[src/ivfh_pkg.sv]
package ivfh_pkg;
    // ------------------------------------------------------------
    // command codes
    // ------------------------------------------------------------
    localparam logic [7:0] CMD_OV_WARN = 8'h57;   // input overvolt warn threshold
    localparam logic [7:0] CMD_UV_WARN = 8'h58;   // input undervolt warn threshold
    localparam logic [7:0] CMD_UV_FAULT = 8'h59;  // input undervolt fault threshold
    localparam logic [7:0] CMD_UV_ACTION = 8'h5A; // undervolt fault action byte
    localparam logic [7:0] CMD_SPECIAL = 8'hE0;   // special options command
    localparam logic [7:0] CMD_TIME_UNIT = 8'hD2; // delay time unit register

    // ------------------------------------------------------------
    // field layout of the action byte and the special options byte
    // ------------------------------------------------------------
    localparam int RESP_HI = 7;   // response field top bit
    localparam int RESP_LO = 6;   // response field low bit
    localparam int RETRY_HI = 5;  // retry field top bit
    localparam int RETRY_LO = 3;  // retry field low bit
    localparam int DELAY_HI = 2;  // delay field top bit
    localparam int HRR_EN_BIT = 0; // ratio regulation enable in special options

    localparam logic [1:0] RESP_IGNORE = 2'h0;  // keep running
    localparam logic [1:0] RESP_DELAYED = 2'h1; // run for delay, then retry policy
    localparam logic [1:0] RESP_DISABLE = 2'h2; // disable then retry policy
    localparam logic [1:0] RESP_LATCH = 2'h3;   // latch off until cleared
    localparam logic [2:0] RETRY_NONE = 3'h0;   // no restart attempts
    localparam logic [2:0] RETRY_FOREVER = 3'h7; // unlimited restarts

    // ------------------------------------------------------------
    // reset values
    // ------------------------------------------------------------
    localparam logic [15:0] RST_THRESH = 16'h0000; // thresholds after reset
    localparam logic [7:0] RST_ACTION = 8'h00;     // action byte after reset
    localparam logic [7:0] RST_SPECIAL = 8'h00;    // special options after reset
    localparam logic [15:0] RST_TIME_UNIT = 16'h0001; // cycles per delay unit

    typedef enum logic [2:0] {
        IVFH_RUN,      // output enabled, no fault handling pending
        IVFH_DELAY,    // fault seen, still running for the delay
        IVFH_WAIT,     // output off, waiting before a restart
        IVFH_RESTART,  // output on again, checking the fault
        IVFH_LATCHED   // output off until the fault is cleared
    } ivfh_state_t;
endpackage

[src/ivfh_core.sv]
`timescale 1ns/1ps
module ivfh_core
(
    input wire logic clk_sys,
    input wire logic sys_rst,
    input wire logic cmd_wr,
    input wire logic [7:0] cmd_code,
    input wire logic [15:0] cmd_wdata,
    input wire logic [7:0] cmd_rcode,
    input wire logic [15:0] vin_sample,
    input wire logic vin_valid,
    input wire logic clear_faults,
    input wire logic output_on_cmd,
    output logic [15:0] cmd_rdata_ff,
    output logic output_enable_ff,
    output logic ov_warn_ff,
    output logic uv_warn_ff,
    output logic uv_fault_ff,
    output logic hrr_low_ff
);
    // ------------------------------------------------------------
    // linear decode: value = mantissa * 2^exp, scaled to 1/65536 V
    // ------------------------------------------------------------
    function automatic logic signed [63:0] lin_val(input logic [15:0] w);
        logic signed [4:0] e;
        logic signed [63:0] m;
        e = w[15:11];
        m = 64'(signed'(w[10:0]));
        // the exponent is never below -16, so the shift count cannot go negative
        lin_val = m <<< (16 + e);
    endfunction

    // ------------------------------------------------------------
    // register file
    // ------------------------------------------------------------
    logic [15:0] ov_warn_thr_ff, nxt_ov_warn_thr;    // input_overvolt_warn_threshold
    logic [15:0] uv_warn_thr_ff, nxt_uv_warn_thr;    // input_undervolt_warn_threshold
    logic [15:0] uv_fault_thr_ff, nxt_uv_fault_thr;  // input_undervolt_fault_threshold
    logic [7:0] uv_action_ff, nxt_uv_action;         // input_undervolt_fault_action
    logic [7:0] special_ff, nxt_special;             // special_options_command
    logic [15:0] time_unit_ff, nxt_time_unit;        // cycles per delay unit
    logic [15:0] nxt_rdata;

    // write decode and read mux
    // unused codes fall through, so a host probing them cannot disturb
    // the limits; reads of them return zero rather than stale data
    always_comb
    begin
        nxt_ov_warn_thr = ov_warn_thr_ff;
        nxt_uv_warn_thr = uv_warn_thr_ff;
        nxt_uv_fault_thr = uv_fault_thr_ff;
        nxt_uv_action = uv_action_ff;
        nxt_special = special_ff;
        nxt_time_unit = time_unit_ff;
        if (cmd_wr)
        begin
            unique case (cmd_code)
                ivfh_pkg::CMD_OV_WARN: nxt_ov_warn_thr = cmd_wdata;
                ivfh_pkg::CMD_UV_WARN: nxt_uv_warn_thr = cmd_wdata;
                ivfh_pkg::CMD_UV_FAULT: nxt_uv_fault_thr = cmd_wdata;
                ivfh_pkg::CMD_UV_ACTION: nxt_uv_action = cmd_wdata[7:0];
                ivfh_pkg::CMD_SPECIAL: nxt_special = cmd_wdata[7:0];
                ivfh_pkg::CMD_TIME_UNIT: nxt_time_unit = cmd_wdata;
                default: ;  // unknown codes are ignored
            endcase
        end
        unique case (cmd_rcode)
            ivfh_pkg::CMD_OV_WARN: nxt_rdata = ov_warn_thr_ff;
            ivfh_pkg::CMD_UV_WARN: nxt_rdata = uv_warn_thr_ff;
            ivfh_pkg::CMD_UV_FAULT: nxt_rdata = uv_fault_thr_ff;
            ivfh_pkg::CMD_UV_ACTION: nxt_rdata = {8'h00, uv_action_ff};
            ivfh_pkg::CMD_SPECIAL: nxt_rdata = {8'h00, special_ff};
            ivfh_pkg::CMD_TIME_UNIT: nxt_rdata = time_unit_ff;
            default: nxt_rdata = 16'h0000;  // unmapped reads as zero
        endcase
    end

    // register state
    // the read word is registered, so a read answers one cycle after its code
    always_ff @(posedge clk_sys)
    begin
        if (sys_rst)
        begin
            ov_warn_thr_ff <= ivfh_pkg::RST_THRESH;
            uv_warn_thr_ff <= ivfh_pkg::RST_THRESH;
            uv_fault_thr_ff <= ivfh_pkg::RST_THRESH;
            uv_action_ff <= ivfh_pkg::RST_ACTION;
            special_ff <= ivfh_pkg::RST_SPECIAL;
            time_unit_ff <= ivfh_pkg::RST_TIME_UNIT;
            cmd_rdata_ff <= 16'h0000;
        end
        else
        begin
            ov_warn_thr_ff <= nxt_ov_warn_thr;
            uv_warn_thr_ff <= nxt_uv_warn_thr;
            uv_fault_thr_ff <= nxt_uv_fault_thr;
            uv_action_ff <= nxt_uv_action;
            special_ff <= nxt_special;
            time_unit_ff <= nxt_time_unit;
            cmd_rdata_ff <= nxt_rdata;
        end
    end

    // ------------------------------------------------------------
    // sample comparison
    // ------------------------------------------------------------
    logic [15:0] sample_s1_ff, sample_s2_ff; // two-flop capture of the pin sample
    logic valid_s1_ff, valid_s2_ff;          // sample strobe synchroniser
    logic valid_d_ff;                        // edge detect on synchronised strobe
    logic uv_now_ff, nxt_uv_now;             // fault condition from last sample
    logic nxt_ov_warn, nxt_uv_warn, nxt_uv_fault, nxt_hrr_low;
    logic signed [63:0] vin_v;

    // compare a fresh sample; sticky flags hold until cleared, set wins
    // the word is read only on the strobe's synchronised rising edge, by
    // which time its own two-flop copy has settled
    always_comb
    begin
        vin_v = lin_val(sample_s2_ff);
        nxt_uv_now = uv_now_ff;
        nxt_ov_warn = ov_warn_ff & ~clear_faults;
        nxt_uv_warn = uv_warn_ff & ~clear_faults;
        nxt_uv_fault = uv_fault_ff & ~clear_faults;
        nxt_hrr_low = hrr_low_ff;
        if (valid_s2_ff && !valid_d_ff)
        begin
            nxt_uv_now = vin_v < lin_val(uv_fault_thr_ff);
            if (vin_v > lin_val(ov_warn_thr_ff)) nxt_ov_warn = 1'b1;
            if (vin_v < lin_val(uv_warn_thr_ff)) nxt_uv_warn = 1'b1;
            if (vin_v < lin_val(uv_fault_thr_ff)) nxt_uv_fault = 1'b1;
            // ratio regulation engages below the warn threshold only if enabled
            nxt_hrr_low = special_ff[ivfh_pkg::HRR_EN_BIT]
                        && (vin_v < lin_val(uv_warn_thr_ff));
        end
        if (!special_ff[ivfh_pkg::HRR_EN_BIT]) nxt_hrr_low = 1'b0;
    end

    // sample capture and flag registers
    always_ff @(posedge clk_sys)
    begin
        if (sys_rst)
        begin
            sample_s1_ff <= 16'h0000;
            sample_s2_ff <= 16'h0000;
            valid_s1_ff <= 1'b0;
            valid_s2_ff <= 1'b0;
            valid_d_ff <= 1'b0;
            uv_now_ff <= 1'b0;
            ov_warn_ff <= 1'b0;
            uv_warn_ff <= 1'b0;
            uv_fault_ff <= 1'b0;
            hrr_low_ff <= 1'b0;
        end
        else
        begin
            sample_s1_ff <= vin_sample;
            sample_s2_ff <= sample_s1_ff;
            valid_s1_ff <= vin_valid;
            valid_s2_ff <= valid_s1_ff;
            valid_d_ff <= valid_s2_ff;
            uv_now_ff <= nxt_uv_now;
            ov_warn_ff <= nxt_ov_warn;
            uv_warn_ff <= nxt_uv_warn;
            uv_fault_ff <= nxt_uv_fault;
            hrr_low_ff <= nxt_hrr_low;
        end
    end

    // ------------------------------------------------------------
    // fault response sequencer
    // ------------------------------------------------------------
    ivfh_pkg::ivfh_state_t st_ff, nxt_st;
    logic [23:0] tmr_ff, nxt_tmr;   // delay countdown in cycles
    logic [2:0] tries_ff, nxt_tries; // restarts used so far
    logic on_d_ff;                   // previous output-on command, for off-on edge
    logic nxt_oe;
    logic [1:0] resp;
    logic [2:0] retry;
    logic [23:0] delay_cyc;
    logic off_on;

    // delay length: unit cycles shifted by the delay code
    // trade-off: a 24-bit timer holds the largest unit times 128 exactly
    always_comb
    begin
        resp = uv_action_ff[ivfh_pkg::RESP_HI:ivfh_pkg::RESP_LO];
        retry = uv_action_ff[ivfh_pkg::RETRY_HI:ivfh_pkg::RETRY_LO];
        delay_cyc = 24'(time_unit_ff) << uv_action_ff[ivfh_pkg::DELAY_HI:0];
        off_on = output_on_cmd && !on_d_ff;
        nxt_st = st_ff;
        nxt_tmr = (tmr_ff != 24'h0) ? tmr_ff - 24'h1 : tmr_ff;
        nxt_tries = tries_ff;
        unique case (st_ff)
            ivfh_pkg::IVFH_RUN:
            begin
                nxt_tries = 3'h0;
                if (uv_now_ff)
                begin
                    unique case (resp)
                        ivfh_pkg::RESP_IGNORE: nxt_st = ivfh_pkg::IVFH_RUN;
                        ivfh_pkg::RESP_DELAYED:
                        begin
                            nxt_st = ivfh_pkg::IVFH_DELAY;
                            nxt_tmr = delay_cyc;
                        end
                        ivfh_pkg::RESP_DISABLE:
                        begin
                            nxt_st = (retry == ivfh_pkg::RETRY_NONE)
                                   ? ivfh_pkg::IVFH_LATCHED : ivfh_pkg::IVFH_WAIT;
                            nxt_tmr = delay_cyc;
                        end
                        ivfh_pkg::RESP_LATCH: nxt_st = ivfh_pkg::IVFH_LATCHED;
                    endcase
                end
            end
            ivfh_pkg::IVFH_DELAY:
            begin
                if (!uv_now_ff) nxt_st = ivfh_pkg::IVFH_RUN;
                else if (tmr_ff == 24'h0)
                begin
                    nxt_st = (retry == ivfh_pkg::RETRY_NONE)
                           ? ivfh_pkg::IVFH_LATCHED : ivfh_pkg::IVFH_WAIT;
                    nxt_tmr = delay_cyc;
                end
            end
            ivfh_pkg::IVFH_WAIT:
            begin
                if (tmr_ff == 24'h0)
                begin
                    nxt_st = ivfh_pkg::IVFH_RESTART;
                    nxt_tmr = delay_cyc;
                    if (retry != ivfh_pkg::RETRY_FOREVER)
                        nxt_tries = tries_ff + 3'h1;
                end
            end
            ivfh_pkg::IVFH_RESTART:
            begin
                if (!uv_now_ff && tmr_ff == 24'h0) nxt_st = ivfh_pkg::IVFH_RUN;
                else if (uv_now_ff)
                begin
                    // exhausted attempts stay off until cleared
                    if (retry != ivfh_pkg::RETRY_FOREVER && tries_ff >= retry)
                        nxt_st = ivfh_pkg::IVFH_LATCHED;
                    else
                    begin
                        nxt_st = ivfh_pkg::IVFH_WAIT;
                        // the restart cycle and the reload cycle come off the wait,
                        // so attempts start exactly one delay apart; a one-cycle
                        // delay still spaces them two cycles apart
                        nxt_tmr = (delay_cyc > 24'h2) ? delay_cyc - 24'h2 : 24'h0;
                    end
                end
            end
            ivfh_pkg::IVFH_LATCHED:
            begin
                if (clear_faults || off_on) nxt_st = ivfh_pkg::IVFH_RUN;
            end
        endcase
        // commanded off overrides everything, including unlimited retries
        if (!output_on_cmd)
            nxt_st = ivfh_pkg::IVFH_LATCHED;
        nxt_oe = (nxt_st == ivfh_pkg::IVFH_RUN) || (nxt_st == ivfh_pkg::IVFH_DELAY)
               || (nxt_st == ivfh_pkg::IVFH_RESTART);
    end

    // sequencer state
    // the enable follows the next state, so it drops on the very edge
    // that sees the fault and carries no decode glitch to the pin
    always_ff @(posedge clk_sys)
    begin
        if (sys_rst)
        begin
            st_ff <= ivfh_pkg::IVFH_LATCHED;
            tmr_ff <= 24'h000000;
            tries_ff <= 3'h0;
            on_d_ff <= 1'b0;
            output_enable_ff <= 1'b0;
        end
        else
        begin
            st_ff <= nxt_st;
            tmr_ff <= nxt_tmr;
            tries_ff <= nxt_tries;
            on_d_ff <= output_on_cmd;
            output_enable_ff <= nxt_oe;
        end
    end
endmodule

[config.mk]
export PLATFORM = sky130hd
export DESIGN_NAME = ivfh_core
export DESIGN_NICKNAME = d
export VERILOG_FILES = /design/src/ivfh_pkg.sv /design/src/ivfh_core.sv
export SDC_FILE = /design/constraint.sdc
export NUM_CORES = 1
export LEC_CHECK = 0
export BUFFER_PORTS_ARGS = -buffer_cell sky130_fd_sc_hd__buf_2
export CELL_PAD_IN_SITES_DETAIL_PLACEMENT = 1
export CELL_PAD_IN_SITES_GLOBAL_PLACEMENT = 1
export CORE_UTILIZATION = 51
export DETAILED_ROUTE_END_ITERATION = 16
export PLACE_DENSITY_LB_ADDON = 0.05
export SYNTH_ARGS = -nofsm -noshare
export SYNTH_HDL_FRONTEND = slang
export SYNTH_SLANG_ARGS = --single-unit
export TNS_END_PERCENT = 30
[constraint.sdc]
create_clock -name clk_sys -period 7.9 [get_ports clk_sys]
set_input_delay 0.395 -clock clk_sys [delete_from_list [all_inputs] [get_ports clk_sys]]
set_output_delay 0.395 -clock clk_sys [all_outputs]
set_load 0.02 [all_outputs]
After elaboration in Yosys (flattened, before gate mapping)
Index checks and enable logic that the tools add are counted.
Widths: inputs -> output; s select.
{"block": "word_totals", "romBits": 0, "n_memories": 0, "ramBits": 0, "regBits": 168, "output_inout_bits": 21, "input_bits": 54, "latchBits": 0}
{"block": "classes", "n_shift": 5, "n_reduce_logical": 27, "magnitude_cmp": 5, "n_mux": 32, "div": 0, "n_bitwise": 5, "n_eq_ne": 24, "n_addsub": 7, "multipliers": 0}
{"cell": "$sshl 11x32->64", "n": 4}
{"cell": "$mux 24", "n": 9}
{"cell": "$lt 64x64->1", "n": 2}
{"cell": "$pmux 16 s6", "n": 1}
{"cell": "$pmux 24 s4", "n": 1}
{"cell": "$eq 8x7->1 const B", "n": 8}
{"cell": "$gt 64x64->1", "n": 1}
{"cell": "$mux 3", "n": 12}
{"cell": "$eq 8x8->1 const B", "n": 4}
{"cell": "$add 6x5->7 const A", "n": 4}
{"cell": "$gt 24x2->1 const B", "n": 1}
{"cell": "$logic_not 24->1", "n": 1}
{"cell": "$reduce_bool 24->1", "n": 1}
{"cell": "$shl 16x3->24", "n": 1}
{"cell": "$sub 24x1->24 const B", "n": 1}
{"cell": "$sub 24x2->24 const B", "n": 1}
{"cell": "$pmux 3 s5", "n": 1}
{"cell": "$pmux 3 s4", "n": 1}
{"cell": "$reduce_and 2->1", "n": 6}
{"cell": "$eq 3x2->1 const B", "n": 3}
{"cell": "$logic_not 3->1", "n": 3}
{"cell": "$eq 3x1->1 const B", "n": 2}
{"cell": "$mux 1", "n": 6}
{"cell": "$pmux 3 s2", "n": 1}
{"cell": "16 further kinds", "n": 30}

Logic depth before layout (Yosys ltp)
Gate-level depths: netlist (run 1).
{"block": "logic_depth", "word_depth": 10, "ltp_mapped": 20}

Worst setup path after synthesis (run 1)
No wires, ideal clock.
{"block": "synth_path", "kind": "reg2reg", "start": "register uv_fault_thr_ff[12]", "end": "register uv_fault_ff", "path_slack_ps": 3973, "setup_ps": 126, "stages_incl_launch_ff": 19, "synth_period_minus_slack_ps": 3927, "arrival_ps": 3801, "path_cell_list": "dfxtp_1 -> clkbuf_1 -> clkbuf_1 -> mux2_2 -> o21ai_0 -> nor2_1 -> a21oi_1 -> a21oi_1 -> mux2i_1 -> ha_1 -> and4_1 -> a2111oi_0 -> nor3_1 -> a211o_1 -> nor2_1 -> o31a_1 -> o2bb2ai_1 -> or4_1 -> nand4_1"}
{"block": "synth_via", "elab_chain_cells": 5}
{"element": "start, declared", "line": "ivfh_core.sv:38", "rtl": "logic [15:0] uv_fault_thr_ff, nxt_uv_fault_thr;"}
{"element": "start signal, assigned", "line": "ivfh_core.sv:86", "rtl": "uv_fault_thr_ff <= ivfh_pkg::RST_THRESH;"}
{"element": "start signal, assigned", "line": "ivfh_core.sv:96", "rtl": "uv_fault_thr_ff <= nxt_uv_fault_thr;"}
{"element": "$add 6x5->7", "line": "ivfh_core.sv:30", "rtl": "lin_val = m <<< (16 + e);"}
{"element": "$sshl 11x32->64", "line": "ivfh_core.sv:30"}
{"element": "$lt 64x64->1", "line": "ivfh_core.sv:130", "rtl": "if (vin_v < lin_val(uv_fault_thr_ff)) nxt_uv_fault = 1'b1;"}
{"element": "$mux 1", "line": "ivfh_core.sv:130"}
{"element": "$mux 1", "line": "ivfh_core.sv:125", "rtl": "if (valid_s2_ff && !valid_d_ff)"}
{"element": "end signal, assigned", "line": "ivfh_core.sv:164", "rtl": "uv_fault_ff <= nxt_uv_fault;"}
{"element": "end, declared", "line": "ivfh_core.sv:18", "rtl": "output logic uv_fault_ff,"}
No other way between the ends.
A chain may end at the register's enable or synchronous reset.

Worst setup path in the final report (run 1)
{"block": "layout_path", "start": "register sample_s2_ff[11]", "end": "register uv_warn_ff"}
{"block": "layout_via", "elab_chain_cells": 5}
{"element": "start, declared", "line": "ivfh_core.sv:107", "rtl": "logic [15:0] sample_s1_ff, sample_s2_ff;"}
{"element": "start signal, assigned", "line": "ivfh_core.sv:157", "rtl": "sample_s2_ff <= sample_s1_ff;"}
{"element": "$add 6x5->7", "line": "ivfh_core.sv:30"}
{"element": "$sshl 11x32->64", "line": "ivfh_core.sv:30"}
{"element": "$lt 64x64->1", "line": "ivfh_core.sv:129", "rtl": "if (vin_v < lin_val(uv_warn_thr_ff)) nxt_uv_warn = 1'b1;"}
{"element": "$mux 1", "line": "ivfh_core.sv:129"}
{"element": "$mux 1", "line": "ivfh_core.sv:125"}
{"element": "end signal, assigned", "line": "ivfh_core.sv:163", "rtl": "uv_warn_ff <= nxt_uv_warn;"}
{"element": "end, declared", "line": "ivfh_core.sv:17", "rtl": "output logic uv_warn_ff,"}
No other way between the ends.

==> impl_results.rst, run 1 <==
.. list-table::
   :header-rows: 1

   * - Metric
     - Value
   * - Actual transition at the worst max-transition pin
     - approximately 1.3 ns
   * - Clock insertion delay at the later pin of the skew report
     - 0.47 ns
   * - Synthesized area divided by synthesized cell count
     - ~7.7 µm²
   * - Synthesized instance count
     - approximately 2000
   * - Post-place setup slack
     - 3.22 ns
   * - Required time at the endpoint of the critical path
     - 8.26 ns
   * - Die Span Y
     - 175 µm
   * - Worst Setup Path Type
     - reg -> reg
   * - Kind of path behind the tightest hold check
     - in -> reg
   * - Crit path launch type
     - flop
   * - Number of enable-type register cells in the synthesized netlist
     - 0
   * - Maximum achievable frequency
     - 206 MHz
   * - Total Wirelength
     - 55.5 mm
   * - Maximum number of pins on one net before global-route repair
     - 92
   * - Clock root buffer
     - sky130_fd_sc_hd__clkbuf_16
   * - Summed instance area of the synthesized netlist
     - 15300 µm²
   * - Vias in the first global route
     - around 15000
   * - Core region area
     - a little under 30000 µm²
   * - CTS Hold Bufs
     - 0
   * - Fraction of final layout cells with drive strength greater than 1
     - 0.107
   * - Total via count after detailed routing
     - 15300
   * - Primary flip-flop cell chosen by synthesis mapping
     - sky130_fd_sc_hd__dfxtp_1
   * - Final setup violation count
     - 0
   * - Area of the die
     - 30600 µm²
   * - Async set-reset flop share out of synthesis
     - 0
   * - Deepest clock path buffer count
     - 2
   * - Final Critical Period
     - 4.87 ns
   * - Clock network power share
     - 0.321
   * - Port Buf Inserts
     - 74
   * - Drc violations
     - 0
   * - Maximum net fanout on the critical path
     - 16
   * - Yosys warnings
     - 0
   * - Effective utilization at floorplan
     - 0.525
   * - Post-route clock skew
     - 0.0185 ns
   * - Int Pwr
     - 1.71 mW
   * - Setup repair after global routing missed its margin
     - no
   * - Top-level port count
     - 75
   * - Sequential Power Share
     - 0.352
   * - Layout area overhead
     - 7.41%
   * - Final weighted congestion in routability-driven placement
     - roughly 0.95
   * - Final Max Tran Viols
     - 0
   * - Net load switching power
     - 1.08 mW
   * - Setup Fix Bufs, Post-CTS
     - 0
   * - IR Drop Worst-Case VDD
     - 0.171 mV
   * - Share of total power consumed by net switching
     - 0.387
   * - Share of power burned in combinational logic
     - 0.327
   * - Total negative slack for setup checks
     - 0 ns
   * - Placed wire-length estimate after detailed placement
     - 42.2 mm
   * - Critical path endpoint category
     - flop
   * - CTS tree
     - done
   * - Status
     - finished, final reports clean
   * - Met1 GRT Util
     - 0.479
   * - Final total power
     - 2.79 mW
   * - Sequential element share of the synthesized area
     - 0.220
   * - Final worst-path cycle share
     - 0.616
   * - Tightest slew margin relative to the limit
     - 0.165
   * - Final worst slack
     - 3.03 ns
   * - Violation count after the first detailed-route iteration
     - between 1000 and 1500
   * - Post-CTS resize count
     - 0
   * - Clock-pin slew of the registers on the worst-case setup and hold paths
     - roughly 0.08 ns
   * - Global routing met3 resource utilization
     - 0.0748
   * - Gr usage total
     - 0.362
   * - First-pass GRT wire length
     - 85.6 mm
   * - Register bit count reported by yosys
     - 168
   * - Number of unique standard cell types used by synthesis
     - 87
   * - Maximum level of the CTS H-tree
     - 4
   * - Num rows
     - 62
   * - Net total in the final layout
     - 2139
   * - Busiest grt layer
     - met2
   * - Die outline width
     - 175 µm
   * - Number of diodes added for antenna fixing
     - 0
   * - Number of hold-slack violations in the final timing report
     - 0
   * - First-pass iteration count of the detailed router
     - 5
   * - Filler cell count in the final layout
     - 3642
   * - Vias per cell
     - 6.50
   * - Wire length per cell
     - 23.5 µm
   * - Sink count of the clock tree
     - roughly 170
   * - Total CTS buffers
     - 17
   * - Number of nets in the synthesized netlist
     - 2153
   * - Power per cell area
     - 170 nW/µm²
   * - Grt ovf
     - 0
   * - Data arrival time of the worst path
     - approximately 5.2 ns
   * - Detail Route Antenna Nets
     - 0
   * - GRT met2 Usage
     - 0.579
   * - Max-cap violations
     - 0
   * - Number of antenna violations at the first check in global routing
     - 1
   * - Leakage
     - 6.39 nW
==> area by class of cell <==
type / instances / area, µm² / area share
flip-flops and latches: 168 / 3360 / 0.205
repair buffers: 95 / 531 / 0.0324
clock inverters: 15 / 206 / 0.0126
clock buffers: 17 / 425 / 0.0260
multi-input cells: 1644 / 11200 / 0.686
inverters: 36 / 135 / 0.00824
well taps: 384 / 480 / 0.0293
==> power by group through the flow <==
stage	clock (mW)	sequential [mW]	combinational [mW]
finish	0.895	0.983	0.911
global route	0.937	0.992	1.00
CTS	0.907	0.981	0.895
detailed placement	0	0.998	0.864
global placement	0	0.994	0.830
floorplan	0	0.976	0.662
==> cells in the final DEF (no fill, tap or decap), drive strengths merged, types with 6 or more instances in the layout <==
cell type / n
buf: 95
o221ai: 6
mux4: 30
nor2: 204
nand2: 272
xnor2: 25
nand2b: 19
or2: 13
ha: 123
o31ai: 6
and2: 14
inv: 41
clkinv: 10
a22oi: 29
nor4: 10
o32ai: 8
o211ai: 9
mux2i: 138
nand3b: 6
o22ai: 20
a222oi: 16
nor3: 39
or3: 15
a21oi: 140
and3: 9
clkbuf: 17
nand3: 40
nor2b: 60
a31oi: 16
nand4: 23
dfxtp: 168
a2111oi: 7
o31a: 11
a211oi: 15
a21boi: 7
o21ai: 136
o21a: 12
xor2: 17
mux2: 26
a21o: 53
==> layer usage <==
metal  routed length, µm  up-vias
met5                  13        -
met4                1880        2
li1                    -     7197
met1               24500     7504
met3                4220      108
met2               24900      523
==> cells by family after synthesis <==
kind of cell,after synthesis,share of synthesized area
AND/OR/NAND/NOR,756,0.235
AO/OA/AOI/OAI,525,0.220
multiplexers,194,0.155
flip-flops,168,0.220
buffers and inverters,164,0.0431
adder cells (fa/ha/maj),127,0.103
XOR/XNOR,42,0.0241
==> cells in the mapped netlist (8+ instances only) <==
cell type	count	area, µm²
sky130_fd_sc_hd__inv_1	31	116
sky130_fd_sc_hd__xnor2_1	25	219
sky130_fd_sc_hd__xor2_1	17	149
sky130_fd_sc_hd__mux2i_1	138	1380
sky130_fd_sc_hd__a222oi_1	16	160
sky130_fd_sc_hd__nand3_1	40	200
sky130_fd_sc_hd__nand2_1	272	1020
sky130_fd_sc_hd__and3_1	9	56.3
sky130_fd_sc_hd__o31a_1	11	96.3
sky130_fd_sc_hd__nor3_1	38	190
sky130_fd_sc_hd__a21o_1	53	398
sky130_fd_sc_hd__a31oi_1	16	100
sky130_fd_sc_hd__a22oi_1	29	218
sky130_fd_sc_hd__nand2b_1	18	113
sky130_fd_sc_hd__nand4_1	23	144
sky130_fd_sc_hd__nor4_1	8	50.1
sky130_fd_sc_hd__dfxtp_1	168	3360
sky130_fd_sc_hd__and2_1	13	81.3
sky130_fd_sc_hd__clkbuf_1	99	372
sky130_fd_sc_hd__o211ai_1	9	67.6
sky130_fd_sc_hd__nor2_1	204	766
sky130_fd_sc_hd__o32ai_1	8	70.1
sky130_fd_sc_hd__buf_1	19	71.3
sky130_fd_sc_hd__a21oi_1	139	696
sky130_fd_sc_hd__o22ai_1	20	125
sky130_fd_sc_hd__o21a_1	12	90.1
sky130_fd_sc_hd__o21ai_0	133	666
sky130_fd_sc_hd__or2_2	11	68.8
sky130_fd_sc_hd__ha_1	123	1540
sky130_fd_sc_hd__mux2_2	26	293
sky130_fd_sc_hd__mux4_2	27	608
sky130_fd_sc_hd__nor2b_1	60	375
sky130_fd_sc_hd__a211oi_1	15	113
sky130_fd_sc_hd__or3_1	14	87.6
==> flip-flops by register name (all words and copies together) (netlist names), 8 cells and up <==
| name | cells |
|---|---|
| uv_fault_thr_ff | 16 |
| sample_s2_ff | 16 |
| uv_action_ff | 8 |
| sample_s1_ff | 16 |
| tmr_ff | 24 |
| ov_warn_thr_ff | 16 |
| cmd_rdata_ff | 16 |
| special_ff | 8 |
| uv_warn_thr_ff | 16 |
| time_unit_ff | 16 |
==> metrics by stage <==
stage / instance area, µm² / std cells / hold slack (ns) / util
2_1_floorplan: 15300 / 1976 / 0.414 / -
3_3_place_gp: 15800 / 2327 / 0.420 / 0.542
3_5_place_dp: 15800 / 2327 / 0.427 / 0.542
4_1_cts: 16400 / 2359 / 0.120 / 0.563
5_1_grt: 16400 / 2359 / 0.140 / 0.563
6_report: 16400 / 2359 / 0.135 / 0.563
==> path summary, 6_finish.rpt <==
kind	start	endpoint	slack, ns	cells after the start
max	sample_s2_ff[11]$_SDFF_PP0_	uv_warn_ff$_SDFF_PP0_	3.03	15
min	vin_sample[0]	sample_s1_ff[0]$_SDFF_PP0_	0.13	2
max reg2reg	sample_s2_ff[11]$_SDFF_PP0_	uv_warn_ff$_SDFF_PP0_	3.03	15
min reg2reg	sample_s1_ff[14]$_SDFF_PP0_	sample_s2_ff[14]$_SDFF_PP0_	0.44	1
==> worst max-delay path, cell delays in order (launching register included) <==
cell                      delay, ns
sky130_fd_sc_hd__dfxtp_1       0.82
sky130_fd_sc_hd__mux2i_1       0.26
sky130_fd_sc_hd__mux2_2        0.36
sky130_fd_sc_hd__o21ai_0       0.29
sky130_fd_sc_hd__a21oi_1       0.14
sky130_fd_sc_hd__o21ai_0       0.73
sky130_fd_sc_hd__ha_1          0.39
sky130_fd_sc_hd__a21o_1        0.20
sky130_fd_sc_hd__a21o_1        0.17
sky130_fd_sc_hd__a21o_1        0.17
sky130_fd_sc_hd__a21oi_1       0.17
sky130_fd_sc_hd__o31ai_1       0.13
sky130_fd_sc_hd__o21ai_0       0.22
sky130_fd_sc_hd__a31oi_1       0.12
sky130_fd_sc_hd__or3_1         0.35
sky130_fd_sc_hd__a32o_1        0.26
Power figures use the tool's default switching activity.
==> inputs of run 2 (changes only) <==
--- a/config.mk
+++ b/config.mk
@@ -8,7 +8,7 @@
 export BUFFER_PORTS_ARGS = -buffer_cell sky130_fd_sc_hd__buf_2
 export CELL_PAD_IN_SITES_DETAIL_PLACEMENT = 1
 export CELL_PAD_IN_SITES_GLOBAL_PLACEMENT = 1
-export CORE_UTILIZATION = 51
+export CORE_UTILIZATION = 43
 export DETAILED_ROUTE_END_ITERATION = 16
 export PLACE_DENSITY_LB_ADDON = 0.05
 export SYNTH_ARGS = -nofsm -noshare
==> constraint.sdc (replaced) <==
create_clock -name clk_sys -period 4.2 [get_ports clk_sys]
set_input_delay 0.21 -clock clk_sys [delete_from_list [all_inputs] [get_ports clk_sys]]
set_output_delay 0.21 -clock clk_sys [all_outputs]
set_load 0.02 [all_outputs]
==> impl_results.rst, run 2 (synthesized netlist as in run 1, its figures left out) <==
.. list-table::
   :header-rows: 1

   * - Metric
     - Value
   * - Status
     - finished, final reports clean
   * - Maximum number of pins on one net before global-route repair
     - 102
   * - Total via count after detailed routing
     - 15600
   * - Post-place setup slack
     - roughly 0.0065 ns
   * - Total CTS buffers
     - 17
   * - Data arrival time of the worst path
     - 4.38 ns
   * - Maximum achievable frequency
     - between 200 and 250 MHz
   * - Max reg flops
     - 24
   * - Int Pwr
     - 3.33 mW
   * - Final worst-path cycle share
     - 0.956
   * - Num rows
     - 68
   * - Grt ovf
     - 0
   * - Delay contributed by the slowest stage of the critical path
     - 0.42 ns
   * - Startpoint of the tightest hold check path
     - vin_sample[8]
   * - Wire length per cell
     - 23.3 µm
   * - Maximum net fanout on the critical path
     - 16
   * - Slack of the worst reg-to-reg path
     - 0.18 ns
   * - Share of power burned in combinational logic
     - 0.339
   * - Crit-path slowest cell
     - sky130_fd_sc_hd__o21ai_0
   * - IR Drop Worst-Case VDD
     - 0.447 mV
   * - Core region area
     - 34700 µm²
   * - First-pass GRT wire length
     - 89.7 mm
   * - Port Buf Inserts
     - 74
   * - Actual transition at the worst max-transition pin
     - 1.00 ns
   * - CTS tree
     - done
   * - Violation count after the first detailed-route iteration
     - 1122
   * - Detail Route Antenna Nets
     - 0
   * - Critical path endpoint category
     - flop
   * - Number of hold-slack violations in the final timing report
     - 0
   * - Leakage
     - 6.86 nW
   * - Worst path most repeated cell
     - sky130_fd_sc_hd__a21o_1
   * - Worst path cell trace
     - buf_12 > mux2i_1 > mux2_2 > o21ai_0 > a21oi_1 > o21ai_0 > ha_1 > a21o_1 > a21o_1 > a21o_1 > a21oi_1 > o31ai_1 > nor2_1 > a31oi_1 > or3_1 > a32o_1
   * - Clock insertion delay at the later pin of the skew report
     - 0.46 ns
   * - Die Span Y
     - 190 µm
   * - Cell family with most CP delay
     - compound AO/OA/AOI/OAI gates
   * - Non-Filler Instances
     - 2525
   * - Final weighted congestion in routability-driven placement
     - 0.967
   * - Final Critical Period
     - ~4 ns
   * - Layout area overhead
     - 13.0%
   * - Clock-pin slew of the registers on the worst-case setup and hold paths
     - around 0.080 ns
   * - Number of cells on the worst reg-to-reg path
     - 16
   * - Placed cell count
     - 2478
   * - Die outline width
     - 190 µm
   * - Most common cell after layout, fill and taps aside
     - sky130_fd_sc_hd__nand2_1
   * - Kind of path behind the tightest hold check
     - in -> reg
   * - Hold EP
     - sample_s1_ff[8]$_SDFF_PP0_
   * - Final worst slack
     - between 0.15 and 0.2 ns
   * - Power per cell area
     - roughly 300 nW/µm²
   * - Placed wire-length estimate after detailed placement
     - 46.2 mm
   * - Top-level port count
     - 75
   * - Number of buffers and inverters on the critical path
     - 1
   * - Required time at the endpoint of the critical path
     - 4.56 ns
   * - Total Wirelength
     - about 59 mm
   * - Worst Setup Path Type
     - reg -> reg
   * - Crit path launch type
     - flop
   * - Net total in the final layout
     - 2234
   * - Final total power
     - approximately 5.3 mW
   * - Total negative slack for setup checks
     - 0 ns
   * - Post-route cell area
     - 17200 µm²
   * - Area of the die
     - approximately 36000 µm²
   * - Layout Utilization
     - 0.497
   * - Deepest clock path buffer count
     - 2
   * - First-pass iteration count of the detailed router
     - 6
   * - Number of antenna violations at the first check in global routing
     - 1
   * - Clock network power share
     - 0.312
   * - Clock root buffer
     - sky130_fd_sc_hd__clkbuf_16
   * - Fraction of final layout cells with drive strength greater than 1
     - 0.143
   * - Vias per cell
     - ~6.2
   * - Sink count of the clock tree
     - 168
   * - Setup repair after global routing missed its margin
     - no
   * - Maximum level of the CTS H-tree
     - 4
   * - Net load switching power
     - 1.94 mW
   * - Gr usage total
     - 0.324
   * - Sequential Power Share
     - 0.349
   * - Hold path depth
     - 2
   * - Worst reg2reg path endpoint
     - uv_warn_ff$_SDFF_PP0_
   * - Effective utilization at floorplan
     - 0.440
   * - Vias in the first global route
     - 15200
   * - Final setup violation count
     - 0
   * - Post-route clock skew
     - roughly 0.013 ns
   * - Top reg by flops
     - tmr_ff
   * - Top library cells by usage in the layout, fill and taps aside
     - 272 x sky130_fd_sc_hd__nand2_1, 203 x sky130_fd_sc_hd__nor2_1, 167 x sky130_fd_sc_hd__dfxtp_1
   * - Final-layout worst hold slack
     - ~0.037 ns
   * - Tightest slew margin relative to the limit
     - 0.331
   * - Final Max Tran Viols
     - 0
   * - Drc violations
     - 0
   * - Instance area at placement
     - 16500 µm²
   * - R2R Path Start
     - sample_s2_ff[11]$_SDFF_PP0_
   * - Share of total power consumed by net switching
     - 0.368
   * - Max-cap violations
     - 0
   * - Number of diodes added for antenna fixing
     - 0
-- run 2: cell types whose count changed in the layout (fill, tap and decap cells not counted), moves of 2 or more --
cell,change
sky130_fd_sc_hd__buf_12,+2
sky130_fd_sc_hd__inv_6,+4
sky130_fd_sc_hd__buf_4,+78
sky130_fd_sc_hd__clkinv_8,-2
sky130_fd_sc_hd__a211oi_2,+2
sky130_fd_sc_hd__o21ai_0,-4
sky130_fd_sc_hd__o21ai_1,+4
sky130_fd_sc_hd__a211oi_1,-2
sky130_fd_sc_hd__dlygate4sd3_1,+15
sky130_fd_sc_hd__inv_12,-4
-- run 2: power groups by stage --
stage	combinational (mW)	clock (mW)	sequential (mW)
3_3_place_gp	1.67	0	1.87
2_1_floorplan	1.25	0	1.83
3_5_place_dp	1.74	0	1.87
4_1_cts	1.77	1.66	1.84
5_1_grt	1.98	1.73	1.86
6_report	1.79	1.64	1.84
-- run 2: area by class of cell --
cell class,instances,area (µm²)
Inverter,36,135
Tap cell,455,569
Multi-Input combinational cell,1644,11300
Sequential cell,168,3360
Timing Repair Buffer,190,1310
Fill cell,4321,17500
Clock inverter,15,175
Clock buffer,17,425
-- run 2: metal layers --
layer  share of wire  GRT usage
met5               0          0
met4           0.026      0.102
met3           0.049     0.0381
met2            0.45      0.510
met1            0.48      0.457
-- run 2: how the worst max path moves through the flow --
stage / depth (start not counted) / start / endpoint
finish: 16 / sample_s2_ff[11]$_SDFF_PP0_ / uv_warn_ff$_SDFF_PP0_
global route: 16 / sample_s2_ff[11]$_SDFF_PP0_ / uv_warn_ff$_SDFF_PP0_
CTS: 16 / sample_s2_ff[11]$_SDFF_PP0_ / hrr_low_ff$_SDFFE_PP0P_
detailed placement: 15 / sample_s2_ff[11]$_SDFF_PP0_ / uv_warn_ff$_SDFF_PP0_
global placement: 15 / sample_s2_ff[11]$_SDFF_PP0_ / uv_warn_ff$_SDFF_PP0_
floorplan: 18 / uv_fault_thr_ff[12]$_SDFFE_PP0P_ / uv_fault_ff$_SDFF_PP0_
-- run 2: worst register-to-register path, delay by kind of cell (launching register included) --
| kind | cells | cell delay (ns) |
|---|---|---|
| AND/OR/NAND/NOR | 2 | 0.53 |
| multiplexers | 2 | 0.43 |
| flip-flops | 1 | 0.35 |
| buffers and inverters | 1 | 0.16 |
| adder cells (fa/ha/maj) | 1 | 0.34 |
| AO/OA/AOI/OAI | 10 | 2.12 |
-- run 2: what timing repair did --
action	in CTS	in global routing
endpoints found under the setup margin	1	2
buffers inserted	0	0
gates resized for setup	1	10
endpoints found under the hold margin	15	0
hold buffers	15	0
==> inputs of run 3 (changes only) <==
--- a/config.mk
+++ b/config.mk
@@ -11,6 +11,7 @@
 export CORE_UTILIZATION = 43
 export DETAILED_ROUTE_END_ITERATION = 16
 export PLACE_DENSITY_LB_ADDON = 0.05
+export RECOVER_POWER = 100
 export SYNTH_ARGS = -nofsm -noshare
 export SYNTH_HDL_FRONTEND = slang
 export SYNTH_SLANG_ARGS = --single-unit
==> impl_results.rst, run 3 (synthesized netlist as in run 1, its figures left out) <==
.. list-table::
   :header-rows: 1

   * - Metric
     - Value
   * - Top library cells by usage in the layout, fill and taps aside
     - 272 x sky130_fd_sc_hd__nand2_1, 203 x sky130_fd_sc_hd__nor2_1, 167 x sky130_fd_sc_hd__dfxtp_1
   * - Gr usage total
     - 0.324
   * - Leakage
     - 6.74 nW
   * - Final Max Tran Viols
     - 0
   * - CTS tree
     - done
   * - Power per cell area
     - ~310 nW/µm²
   * - Max-cap violations
     - 0
   * - Clock-pin slew of the registers on the worst-case setup and hold paths
     - 0.08 ns
   * - Violation count after the first detailed-route iteration
     - 1191
   * - Maximum achievable frequency
     - 248 MHz
   * - Total CTS buffers
     - 17
   * - Port Buf Inserts
     - 74
   * - Sink count of the clock tree
     - approximately 170
   * - Setup Fix Bufs, Post-CTS
     - 0
   * - Maximum level of the CTS H-tree
     - 4
   * - Maximum net fanout on the critical path
     - 16
   * - Crit path launch type
     - flop
   * - First-pass GRT wire length
     - 89.7 mm
   * - Total Wirelength
     - 58.8 mm
   * - Deepest clock path buffer count
     - 2
   * - Area of the die
     - between 30000 and 40000 µm²
   * - IR Drop Worst-Case VDD
     - 0.448 mV
   * - Top-level port count
     - 75
   * - Top reg by flops
     - tmr_ff
   * - Die Span Y
     - about 190 µm
   * - Required time at the endpoint of the critical path
     - around 4.6 ns
   * - Final Critical Period
     - 4.04 ns
   * - Effective utilization at floorplan
     - 0.440
   * - Num rows
     - a little under 70
   * - Grt ovf
     - 0
   * - Critical path endpoint category
     - flop
   * - Final total power
     - 5.26 mW
   * - Worst Setup Path Type
     - reg -> reg
   * - Total via count after detailed routing
     - 15600
   * - Kind of path behind the tightest hold check
     - in -> reg
   * - Final weighted congestion in routability-driven placement
     - 0.967
   * - Most common cell after layout, fill and taps aside
     - sky130_fd_sc_hd__nand2_1
   * - Placed wire-length estimate after detailed placement
     - between 40 and 50 mm
   * - Instance area at placement
     - 16500 µm²
   * - Met1 wire length
     - approximately 28 mm
   * - Status
     - finished, final reports clean
   * - Net total in the final layout
     - 2234
   * - Final setup violation count
     - 0
   * - Layout area overhead
     - 12.6%
   * - Actual transition at the worst max-transition pin
     - approximately 1.3 ns
   * - Max reg flops
     - 24
   * - Vias in the first global route
     - 15200
   * - Wire length per cell
     - 23.3 µm
   * - Post-route cell area
     - ~17000 µm²
   * - Clock root buffer
     - sky130_fd_sc_hd__clkbuf_16
   * - Clock insertion delay at the later pin of the skew report
     - 0.47 ns
   * - Number of antenna violations at the first check in global routing
     - 1
   * - Die outline width
     - 190 µm
   * - Core region area
     - 34700 µm²
   * - First-pass iteration count of the detailed router
     - 8
   * - Fraction of final layout cells with drive strength greater than 1
     - 0.128
   * - Final worst-path cycle share
     - 0.962
   * - Number of diodes added for antenna fixing
     - 0
   * - Maximum number of pins on one net before global-route repair
     - about 100
   * - Data arrival time of the worst path
     - 4.40 ns
   * - Tightest slew margin relative to the limit
     - 0.155
   * - Detailed route wirelength on metal2
     - 26.4 mm
   * - Number of hold-slack violations in the final timing report
     - 0
   * - Post-route clock skew
     - 0.0137 ns
   * - Drc violations
     - 0
   * - Final-layout worst hold slack
     - 0.0349 ns
   * - Highest routed metal layer
     - met4
   * - Met3 WL
     - 3.18 mm
   * - Detail Route Antenna Nets
     - 0
   * - Vias per cell
     - between 6 and 7
## run 3: power breakdown
group	internal (mW)	switching, mW	leakage (nW)	total [mW]
clock	0.849	0.791	0.292	1.64
sequential	1.71	0.125	1.37	1.84
combinational	0.760	1.02	5.08	1.78
## run 3: final timing paths
check,startpoint,end,slack (ns),depth (start not counted)
hold reg to reg,sample_s1_ff[13]$_SDFF_PP0_,sample_s2_ff[13]$_SDFF_PP0_,0.44,1
setup / recovery,sample_s2_ff[11]$_SDFF_PP0_,uv_warn_ff$_SDFF_PP0_,0.16,16
hold / removal,vin_sample[8],sample_s1_ff[8]$_SDFF_PP0_,0.03,2
setup reg to reg,sample_s2_ff[11]$_SDFF_PP0_,uv_warn_ff$_SDFF_PP0_,0.16,16
## run 3: metal layers
layer | GRT usage | vias to the layer above
li1 | - | 7393
met1 | 0.457 | 7662
met2 | 0.510 | 465
met3 | 0.0381 | 90
met4 | 0.102 | 0
met5 | 0 | -
## run 3: per-stage QoR
step | setup slack, ns | TNS [ns] | instances | util
6_report | 0.160 | 0 | 2525 | 0.495
5_1_grt | -0.00249 | -0.00249 | 2525 | 0.495
4_1_cts | 0.107 | 0 | 2525 | 0.496
3_5_place_dp | 0.00654 | 0 | 2478 | 0.475
3_3_place_gp | 0.134 | 0 | 2478 | 0.475
2_1_floorplan | 0.273 | 0 | 1976 | -
## run 3: cell type report
type	instances	area, µm²
Clock buffer	17	425
Clock inverter	15	175
Fill cell	4327	17500
Inverter	36	135
Multi-Input combinational cell	1644	11200
Sequential cell	168	3360
Tap cell	455	569
Timing Repair Buffer	190	1260
## run 3: worst max-delay path, cell delays in order (launching register included)
cell and delay, ns:
sky130_fd_sc_hd__dfxtp_1 0.35, sky130_fd_sc_hd__buf_12 0.16, sky130_fd_sc_hd__mux2i_1 0.14, sky130_fd_sc_hd__mux2_2 0.30
sky130_fd_sc_hd__o21ai_0 0.32, sky130_fd_sc_hd__a21oi_1 0.14, sky130_fd_sc_hd__o21ai_0 0.44, sky130_fd_sc_hd__ha_1 0.34
sky130_fd_sc_hd__a21o_1 0.18, sky130_fd_sc_hd__a21o_1 0.17, sky130_fd_sc_hd__a21o_1 0.17, sky130_fd_sc_hd__a21oi_1 0.16
sky130_fd_sc_hd__o31ai_1 0.15, sky130_fd_sc_hd__nor2_1 0.15, sky130_fd_sc_hd__a31oi_1 0.14, sky130_fd_sc_hd__or3_1 0.37
sky130_fd_sc_hd__a32o_1 0.26
## run 3: what timing repair did
item | 4_1_cts | 5_1_grt
pin swaps | 0 | 0
endpoints found under the hold margin | 15 | 0
gates resized for setup | 1 | 10
endpoints found under the setup margin | 1 | 2
hold buffers | 15 | 0
